$ cat src/hdl/cot_pkg.sv
// Constants shared by the output timing block
package cot_pkg;
   localparam int          COT_DW           = 10;
   localparam int          COT_AW           = 5;
   localparam int          COT_WORD_BITS    = 16;
   // Latency in conversion-clock half periods
   localparam logic [4:0]  COT_LAT_NORM     = 5'h0b;
   localparam logic [4:0]  COT_LAT_INV      = 5'h0c;
   localparam logic [4:0]  COT_LAT_AMP      = 5'h04;
   // Serial word layout
   localparam int          COT_SEL_HI       = 15;
   localparam int          COT_SEL_LO       = 12;
   localparam logic [3:0]  COT_SEL_MODE1    = 4'h1;
   localparam logic [3:0]  COT_SEL_MODE2    = 4'h2;
   localparam int          COT_B_OUTSEL     = 8;
   localparam int          COT_B_POL        = 6;
   localparam int          COT_B_PATH       = 5;
   localparam int          COT_B_AMP        = 4;
   localparam int          COT_B_INV        = 2;
   // Reset values
   localparam logic        COT_RST_OUTSEL   = 1'b0;
   localparam logic        COT_RST_POL      = 1'b0;
   localparam logic        COT_RST_PATH     = 1'b1;
   localparam logic        COT_RST_AMP      = 1'b0;
   localparam logic        COT_RST_INV      = 1'b0;
   // APB offsets and the serial bit counter limit
   localparam logic [7:0]  COT_OFS_MODE1    = 8'h00;
   localparam logic [7:0]  COT_OFS_MODE2    = 8'h04;
   localparam logic [7:0]  COT_OFS_WORD     = 8'h08;
   localparam logic [7:0]  COT_OFS_DATA     = 8'h0c;
   localparam logic [4:0]  COT_BITCNT_MAX   = 5'h11;
endpackage : cot_pkg

$ cat src/hdl/cot_ser_if.sv
// Carrier between the core and the serial control receiver
`timescale 1ns/100ps
interface cot_ser_if;
   logic        sck;
   logic        sel_n;
   logic        sdi;
   logic        word_stb;
   logic [15:0] word;
   modport rx   (input sck, input sel_n, input sdi, output word_stb, output word);
   modport core (output sck, output sel_n, output sdi, input word_stb, input word);
endinterface : cot_ser_if

$ cat src/hdl/cot_output_timing.sv
// Output timing control of the front-end converter
`timescale 1ns/100ps
module cot_output_timing
   import cot_pkg::*;
(
   input  wire logic              clk_sys,
   input  wire logic              sys_rst,
   input  wire logic              conversion_clock,
   input  wire logic              output_clock,
   input  wire logic              serial_clock,
   input  wire logic              serial_select_n,
   input  wire logic              serial_data_in,
   input  wire logic              reset_level_sample_pulse,
   input  wire logic              data_level_sample_pulse,
   input  wire logic [COT_DW-1:0] adc_code,
   output      logic [COT_DW-1:0] pixel_data,
   output      logic              reset_pulse_int,
   output      logic              data_pulse_int,
   input  wire logic              psel,
   input  wire logic              penable,
   input  wire logic              pwrite,
   input  wire logic [7:0]        paddr,
   input  wire logic [31:0]       pwdata,
   output      logic [31:0]       prdata,
   output      logic              pready,
   output      logic              pslverr
);
   localparam int NIN = 7 + COT_DW;

   function automatic logic edge_up(input logic now_v, input logic was_v);
      return now_v & ~was_v;
   endfunction : edge_up

   // Two-stage synchronisers for every pin input except clk_sys, sys_rst and the APB bus
   logic [NIN-1:0]    in_meta;
   logic [NIN-1:0]    in_sync;
   logic              conv_prev;
   logic              oclk_prev;
   logic              output_clock_select_bit;
   logic              conv_clock_polarity_bit;
   logic              input_path_bit;
   logic              amplifier_input_bit;
   logic              sample_pulse_invert_bit;
   logic [15:0]       last_word;
   logic [COT_DW-1:0] captured;
   logic [COT_AW-1:0] wr_ptr;
   logic [COT_DW-1:0] mem_rdata;
   logic              mem_primed;

   always_ff @(posedge clk_sys or posedge sys_rst) begin
      if (sys_rst) begin
         in_meta <= '0;
         in_sync <= '0;
      end else begin
         in_meta <= {conversion_clock, output_clock, serial_clock, serial_select_n,
                     serial_data_in, reset_level_sample_pulse, data_level_sample_pulse,
                     adc_code};
         in_sync <= in_meta;
      end
   end

   wire                conv_s  = in_sync[NIN-1];
   wire                oclk_s  = in_sync[NIN-2];
   wire                shr_s   = in_sync[COT_DW+1];
   wire                shd_s   = in_sync[COT_DW];
   wire [COT_DW-1:0]   adc_s   = in_sync[COT_DW-1:0];
   wire                conv_rise = edge_up(conv_s, conv_prev);
   wire                conv_fall = edge_up(conv_prev, conv_s);
   wire                oclk_rise = edge_up(oclk_s, oclk_prev);
   wire                conv_edge = conv_rise | conv_fall;

   cot_ser_if ser ();
   assign ser.sck   = in_sync[NIN-3];
   assign ser.sel_n = in_sync[NIN-4];
   assign ser.sdi   = in_sync[NIN-5];

   cot_serial_rx u_rx (
      .clk_sys (clk_sys),
      .sys_rst (sys_rst),
      .ser     (ser)
   );

   // Mode decode
   wire       direct_mode = input_path_bit;
   wire       pol_eff     = conv_clock_polarity_bit & direct_mode;
   wire       amp_mode    = ~input_path_bit & amplifier_input_bit;
   wire [4:0] lat_base    = pol_eff ? COT_LAT_INV : COT_LAT_NORM;
   wire [4:0] lat         = amp_mode ? 5'(lat_base + COT_LAT_AMP) : lat_base;
   wire       out_clk_rise = output_clock_select_bit ? oclk_rise : conv_rise;
   wire       out_evt     = pol_eff ? conv_fall : out_clk_rise;
   wire [COT_DW-1:0] wr_data = conv_fall ? adc_s : captured;
   // Read one write early: the memory read register adds the missing cycle
   wire [COT_AW-1:0] rd_addr = wr_ptr - lat;

   cot_delay_mem u_mem (
      .clk_sys (clk_sys),
      .we      (conv_edge),
      .waddr   (wr_ptr),
      .wdata   (wr_data),
      .raddr   (rd_addr),
      .rdata   (mem_rdata)
   );

   // Pipeline advanced on every conversion clock half period
   always_ff @(posedge clk_sys or posedge sys_rst) begin
      if (sys_rst) begin
         conv_prev  <= 1'b0;
         oclk_prev  <= 1'b0;
         captured   <= '0;
         wr_ptr     <= '0;
         pixel_data <= '0;
         mem_primed <= 1'b0;
      end else begin
         conv_prev <= conv_s;
         oclk_prev <= oclk_s;
         if (conv_fall)
            captured <= adc_s;
         if (conv_edge)
            wr_ptr <= wr_ptr + 5'h01;
         // Entries stay unknown until every address has been written once
         if (conv_edge && wr_ptr == '1)
            mem_primed <= 1'b1;
         if (out_evt)
            pixel_data <= mem_primed ? mem_rdata : '0;
      end
   end

   // Sample pulse inversion is a plain XOR, so all polarity pairings stay legal
   always_ff @(posedge clk_sys or posedge sys_rst) begin
      if (sys_rst) begin
         reset_pulse_int <= 1'b0;
         data_pulse_int  <= 1'b0;
      end else begin
         reset_pulse_int <= shr_s ^ sample_pulse_invert_bit;
         data_pulse_int  <= shd_s ^ sample_pulse_invert_bit;
      end
   end

   // APB slave; serial loads win over a bus write in the same cycle
   wire       apb_acc = psel & penable & ~pready;
   // Writes land at the edge at which the master sees pready high, not a cycle earlier
   wire       apb_wr  = psel & penable & pready & pwrite;
   wire       hit_m1  = (paddr == COT_OFS_MODE1);
   wire       hit_m2  = (paddr == COT_OFS_MODE2);
   wire       hit_wd  = (paddr == COT_OFS_WORD);
   wire       hit_dt  = (paddr == COT_OFS_DATA);
   wire       mapped  = hit_m1 | hit_m2 | hit_wd | hit_dt;
   wire [3:0] ser_sel = ser.word[COT_SEL_HI:COT_SEL_LO];
   wire       ser_m1  = ser.word_stb & (ser_sel == COT_SEL_MODE1);
   wire       ser_m2  = ser.word_stb & (ser_sel == COT_SEL_MODE2);
   wire [8:0] m1_src  = ser_m1 ? ser.word[8:0] : pwdata[8:0];
   wire       ld_m1   = ser_m1 | (apb_wr & hit_m1);
   wire       ld_m2   = ser_m2 | (apb_wr & hit_m2);
   wire       inv_src = ser_m2 ? ser.word[COT_B_INV] : pwdata[COT_B_INV];
   wire [31:0] mode1_rd = {23'h0, output_clock_select_bit, 1'b0, conv_clock_polarity_bit,
                           input_path_bit, amplifier_input_bit, 4'h0};
   wire [31:0] rd_mux = hit_m1 ? mode1_rd :
                        hit_m2 ? {29'h0, sample_pulse_invert_bit, 2'h0} :
                        hit_wd ? {16'h0, last_word} :
                        hit_dt ? {22'h0, pixel_data} : 32'h0;

   always_ff @(posedge clk_sys or posedge sys_rst) begin
      if (sys_rst) begin
         output_clock_select_bit <= COT_RST_OUTSEL;
         conv_clock_polarity_bit <= COT_RST_POL;
         input_path_bit          <= COT_RST_PATH;
         amplifier_input_bit     <= COT_RST_AMP;
         sample_pulse_invert_bit <= COT_RST_INV;
      end else begin
         if (ld_m1) begin
            output_clock_select_bit <= m1_src[COT_B_OUTSEL];
            conv_clock_polarity_bit <= m1_src[COT_B_POL];
            input_path_bit          <= m1_src[COT_B_PATH];
            amplifier_input_bit     <= m1_src[COT_B_AMP];
         end
         if (ld_m2)
            sample_pulse_invert_bit <= inv_src;
      end
   end

   always_ff @(posedge clk_sys or posedge sys_rst) begin
      if (sys_rst) begin
         last_word <= '0;
         pready    <= 1'b0;
         pslverr   <= 1'b0;
         prdata    <= '0;
      end else begin
         if (ser.word_stb)
            last_word <= ser.word;
         pready  <= apb_acc;
         pslverr <= apb_acc & ~mapped;
         prdata  <= (apb_acc & ~pwrite) ? rd_mux : 32'h0;
      end
   end
endmodule : cot_output_timing

$ cat src/hdl/cot_serial_rx.sv
// Serial control word receiver, 16 bits framed by the select
`timescale 1ns/100ps
module cot_serial_rx
   import cot_pkg::*;
(
   input  wire logic clk_sys,
   input  wire logic sys_rst,
   cot_ser_if.rx     ser
);
   logic [4:0]  bit_cnt;
   logic [15:0] shift;
   logic        sck_prev;
   logic        sel_prev;
   wire         sck_rise = ser.sck & ~sck_prev;
   wire         frame_end = ser.sel_n & ~sel_prev;
   wire         full = (bit_cnt == 5'(COT_WORD_BITS));

   always_ff @(posedge clk_sys or posedge sys_rst) begin
      if (sys_rst) begin
         bit_cnt  <= '0;
         shift    <= '0;
         sck_prev <= 1'b0;
         sel_prev <= 1'b1;
         ser.word_stb <= 1'b0;
         ser.word <= '0;
      end else begin
         sck_prev <= ser.sck;
         sel_prev <= ser.sel_n;
         ser.word_stb <= frame_end & full;
         if (frame_end && full)
            ser.word <= shift;
         if (ser.sel_n)
            bit_cnt <= '0;
         else if (sck_rise) begin
            shift <= {shift[14:0], ser.sdi};
            if (bit_cnt != COT_BITCNT_MAX)
               bit_cnt <= bit_cnt + 5'h01;
         end
      end
   end
endmodule : cot_serial_rx

$ cat src/hdl/cot_delay_mem.sv
// Sample delay memory with registered read data
`timescale 1ns/100ps
module cot_delay_mem
   import cot_pkg::*;
(
   input  wire logic              clk_sys,
   input  wire logic              we,
   input  wire logic [COT_AW-1:0] waddr,
   input  wire logic [COT_DW-1:0] wdata,
   input  wire logic [COT_AW-1:0] raddr,
   output      logic [COT_DW-1:0] rdata
);
   logic [COT_DW-1:0] mem [0:(1<<COT_AW)-1];

   always_ff @(posedge clk_sys) begin
      if (we)
         mem[waddr] <= wdata;
      rdata <= mem[raddr];
   end
endmodule : cot_delay_mem

$ cat config.mk
export PLATFORM = sky130hd
export DESIGN_NAME = cot_output_timing
export DESIGN_NICKNAME = d
export VERILOG_FILES = /design/src/hdl/cot_pkg.sv /design/src/hdl/cot_ser_if.sv /design/src/hdl/cot_output_timing.sv /design/src/hdl/cot_serial_rx.sv /design/src/hdl/cot_delay_mem.sv
export SDC_FILE = /design/constraint.sdc
export NUM_CORES = 1
export LEC_CHECK = 0
export BUFFER_PORTS_ARGS = -buffer_cell sky130_fd_sc_hd__buf_2
export CAP_MARGIN = 20
export CORE_MARGIN = 2
export CORE_UTILIZATION = 55
export CTS_CLUSTER_SIZE = 8
export DETAILED_ROUTE_END_ITERATION = 16
export PLACE_DENSITY = 0.73
export SLEW_MARGIN = 20
export SYNTH_ARGS = -nofsm -noshare
export SYNTH_HDL_FRONTEND = slang
export SYNTH_HIERARCHICAL = 1
export SYNTH_SLANG_ARGS = --single-unit
$ cat constraint.sdc
create_clock -name clk_sys -period 3.92 [get_ports clk_sys]
set_clock_uncertainty 0.1 [all_clocks]
set_input_delay 0.196 -clock clk_sys [delete_from_list [all_inputs] [get_ports clk_sys]]
set_output_delay 0.196 -clock clk_sys [all_outputs]
set_load 0.005 [all_outputs]
==> run summary <==
=======================================================================================
Power per cell area                                                         755 nW/um^2
Number of antenna violations at the first check in global routing                     0
Worst Slack Setup Final                                                          510 ps
Kind of start point of the critical path                                     input port
Placeable core area                                                         33400 sq um
CTS clock-pin slew for the worst setup and hold paths                             50 ps
Slowest cell delay on critical path                                              700 ps
Number of setup buffers added after CTS                                               0
Clock Tree Buf Depth                                                                  3
Total cell area at the placement stage                                      19400 sq um
Cell with the most instances after synthesis                               sky130_fd_sc_hd__edfxtp_1
Number of optimization iterations in the first detailed-route pass                    5
Required time at the endpoint of the critical path                              4330 ps
Flip-flop and latch count after synthesis                                           473
Total length of routed wires                                                    38.6 mm
Hold Crit Class                                                            input port to register
Cells along the critical path                                              dlygate4sd3_1 -> buf_2 -> or4_4 -> dlygate4sd3_1 -> or4_4 -> dlygate4sd3_1 -> a21oi_1 -> dlygate4sd3_1
Grt ovf                                                                               0
Power Total                                                                     16.4 mW
Final hold violation count                                                            0
Starting Density                                                                  0.556
Number of slew-limit violations in the final report                                   0
Number of violations reported at the end of detailed-routing iteration 0            932
Total Nets Final                                                                   1370
Die Y-Extent                                                                188 microns
Setup-violating endpoint count in the final report                                    0
TritonCTS Sinks                                                                     473
Utilization after layout                                                          0.650
Setup TNS Final                                                                    0 ps
Summed instance area of the synthesized netlist                             18600 sq um
Sequential fraction of the synthesis area                                         0.720
Clock period minus final worst setup slack                                      3410 ps
Fin crit share                                                                    0.870
Number of enable-type register cells in the synthesized netlist                     320
Most area-consuming cells after synthesis                                  sky130_fd_sc_hd__edfxtp_1, sky130_fd_sc_hd__dfrtp_1, sky130_fd_sc_hd__mux2i_1
Maximum number of pins on one net before global-route repair                         87
Met3 usage in global routing                                                     0.0496
Synthesized area per cell                                                    16.4 sq um
Ratio of cells with drive above 1 in the final layout                             0.212
Synth-to-Final Area Change                                                        16.7%
Placer congestion estimate                                                        0.809
Most frequent cells after synthesis                                        sky130_fd_sc_hd__edfxtp_1, sky130_fd_sc_hd__mux2i_1, sky130_fd_sc_hd__dfrtp_1
Worst slew margin relative to its limit                                           0.344
Asr flop ratio synth                                                              0.302
Synth unique cells                                                                   54
Biggest area consumer among synthesized cells                              sky130_fd_sc_hd__edfxtp_1
Worst-margin pin slew                                                            981 ps
Global-route layer with the greatest usage                                         met2
Max rail drop VDD                                                              0.539 mV
Largest driver fanout on the critical path                                            7
Clock root buffer                                                          sky130_fd_sc_hd__clkbuf_16
Number of fillers in the final layout                                              2268
Die outline width                                                           188 microns
Unrepaired setup endpoints after global routing                                   false
Global-route track usage on met2                                                  0.357
Post-Layout Cell Count                                                             1786
Arrival time at the worst endpoint                                              3820 ps
Post-cts resize count                                                                 0
CP max stage cell                                                          sky130_fd_sc_hd__dlygate4sd3_1
Number of global-route vias before repair                                         10200
Area share of the largest cell type after synthesis                               0.516
Number of instances in the synthesized netlist                                     1138
Diode insertion count for antenna repair                                              0
Leakage power                                                                   8.68 nW
Post-route cell area                                                        21700 sq um
HPWL after detailed placement                                                   21.5 mm
Drc violations                                                                        0
Count of vias placed by the detailed router                                       10100
Global-route wire length before repair                                          59.1 mm
Met1 global-route usage                                                           0.301
Most common flop cell mapped by yosys                                      sky130_fd_sc_hd__edfxtp_1
Input/output buffers                                                                 64
Critical Path Sink Type                                                        register
Dpl cells                                                                          1640
H-tree depth                                                                          3
Overall die area                                                            35300 sq um
Final Hold Slack                                                                38.0 ps
Total I/O pin count                                                                 108
Post-place setup slack                                                           794 ps
Max_cap viols                                                                         0
Number of buffers created by CTS                                                     69
Most numerous cell on the critical path                                    sky130_fd_sc_hd__dlygate4sd3_1
Highest achievable clock rate                                                 0.293 GHz
Count of antenna-violating nets left after detailed routing                           0
Average wire per cell in the routed design                                 21.6 microns
Clock latency of the later-clocked register in the worst-skew pair               580 ps
GRT Util Overall                                                                  0.222
Yosys warnings                                                                        6
Via-per-instance ratio                                                             5.65
Clock tree from TritonCTS                                                          done
Row count                                                                            67
Result of the run                                                          finished, final reports clean
Type of the worst setup path                                               input port to register
=======================================================================================
==> power breakdown <==
group          internal, mW  total, mW  switching (mW)
logic                  1.74       4.85            3.12
clock network          3.36       5.39            2.03
registers              5.93       6.16           0.231
==> registers in the layout, indices dropped and copies added, names as in the netlist, 5 cells and up <==
signal / count
u_mem/mem: 320
in_meta: 17
in_sync: 17
last_word: 16
prdata: 16
u_rx/ser.word: 16
u_rx/shift: 16
captured: 10
pixel_data: 10
u_mem/rdata: 10
u_rx/bit_cnt: 5
wr_ptr: 5
==> layout make-up <==
cell class | instances | area, sq um | share of cell area
flip-flops and latches | 473 | 13400 | 0.616
clock buffers | 108 | 1940 | 0.0892
well taps | 448 | 561 | 0.0258
inverters | 18 | 80.1 | 0.00369
clock inverters | 5 | 51.3 | 0.00236
multi-input cells | 593 | 4690 | 0.216
repair buffers | 141 | 1020 | 0.0469
==> what timing repair did <==
action                                  4_1_cts  5_1_grt
endpoints found under the setup margin        0        0
hold endpoints to repair                    154        0
hold buffers                                 33        0
==> per-layer routing <==
metal  up-vias  part of all wire
met4         0             0.023
met5         -                 0
li1       4569                 -
met2       386              0.48
met1      5055              0.43
met3        80             0.071
==> final timing paths <==
check | startpoint | to | slack, ps | cells past startpoint
min in group asynchronous | sys_rst | in_sync[13] | 250 | 3
max | paddr[0] | prdata[2] | 510 | 8
max reg2reg | direct_mode | u_mem/rdata[2] | 640 | 10
min | paddr[2] | prdata[4] | 40 | 3
min reg2reg | in_meta[10] | in_sync[10] | 250 | 0
max in group asynchronous | sys_rst | conv_prev | 2680 | 4
==> critical path: cells and delay by family <==
family | cells | cell delay, ps
AO/OA/AOI/OAI | 1 | 170
AND/OR/NAND/NOR | 2 | 920
buffers and inverters | 5 | 2520
==> logic make-up after synthesis <==
family / after synthesis / share of synthesized area
compound gates: 121 / 0.0440
xor+xnor: 8 / 0.00376
fa+ha+maj: 12 / 0.00847
buf+inv: 88 / 0.0331
flops: 473 / 0.720
mux: 239 / 0.135
other cells: 1 / 0.000202
simple gates: 196 / 0.0561
==> cells in the final DEF (no fill, tap or decap), types with 3 or more instances in the layout <==
cell type,Yosys,routed
sky130_fd_sc_hd__a21o_1,4,4
sky130_fd_sc_hd__a21oi_1,26,26
sky130_fd_sc_hd__a22o_1,20,20
sky130_fd_sc_hd__a22oi_1,40,40
sky130_fd_sc_hd__a31oi_1,15,15
sky130_fd_sc_hd__and2_1,5,5
sky130_fd_sc_hd__buf_12,7,3
sky130_fd_sc_hd__buf_2,14,64
sky130_fd_sc_hd__buf_4,20,41
sky130_fd_sc_hd__clkbuf_1,16,36
sky130_fd_sc_hd__clkbuf_16,0,72
sky130_fd_sc_hd__conb_1,1,17
sky130_fd_sc_hd__dfrtp_1,141,141
sky130_fd_sc_hd__dfxtp_1,10,10
sky130_fd_sc_hd__dlygate4sd3_1,0,33
sky130_fd_sc_hd__edfxtp_1,320,320
sky130_fd_sc_hd__ha_1,11,11
sky130_fd_sc_hd__inv_1,18,16
sky130_fd_sc_hd__inv_6,0,4
sky130_fd_sc_hd__mux2_2,58,58
sky130_fd_sc_hd__mux2_4,9,9
sky130_fd_sc_hd__mux2i_1,172,172
sky130_fd_sc_hd__nand2_1,48,48
sky130_fd_sc_hd__nand2b_1,6,6
sky130_fd_sc_hd__nand3_1,22,22
sky130_fd_sc_hd__nand3b_1,9,9
sky130_fd_sc_hd__nand4_1,13,13
sky130_fd_sc_hd__nor2_1,55,53
sky130_fd_sc_hd__nor2_2,1,3
sky130_fd_sc_hd__nor2b_1,6,4
sky130_fd_sc_hd__nor3_2,10,10
sky130_fd_sc_hd__nor4_1,3,3
sky130_fd_sc_hd__o21ai_0,13,13
sky130_fd_sc_hd__xnor2_1,4,4
sky130_fd_sc_hd__xor2_1,4,4
No activity file was read; power rests on OpenSTA's default activity.
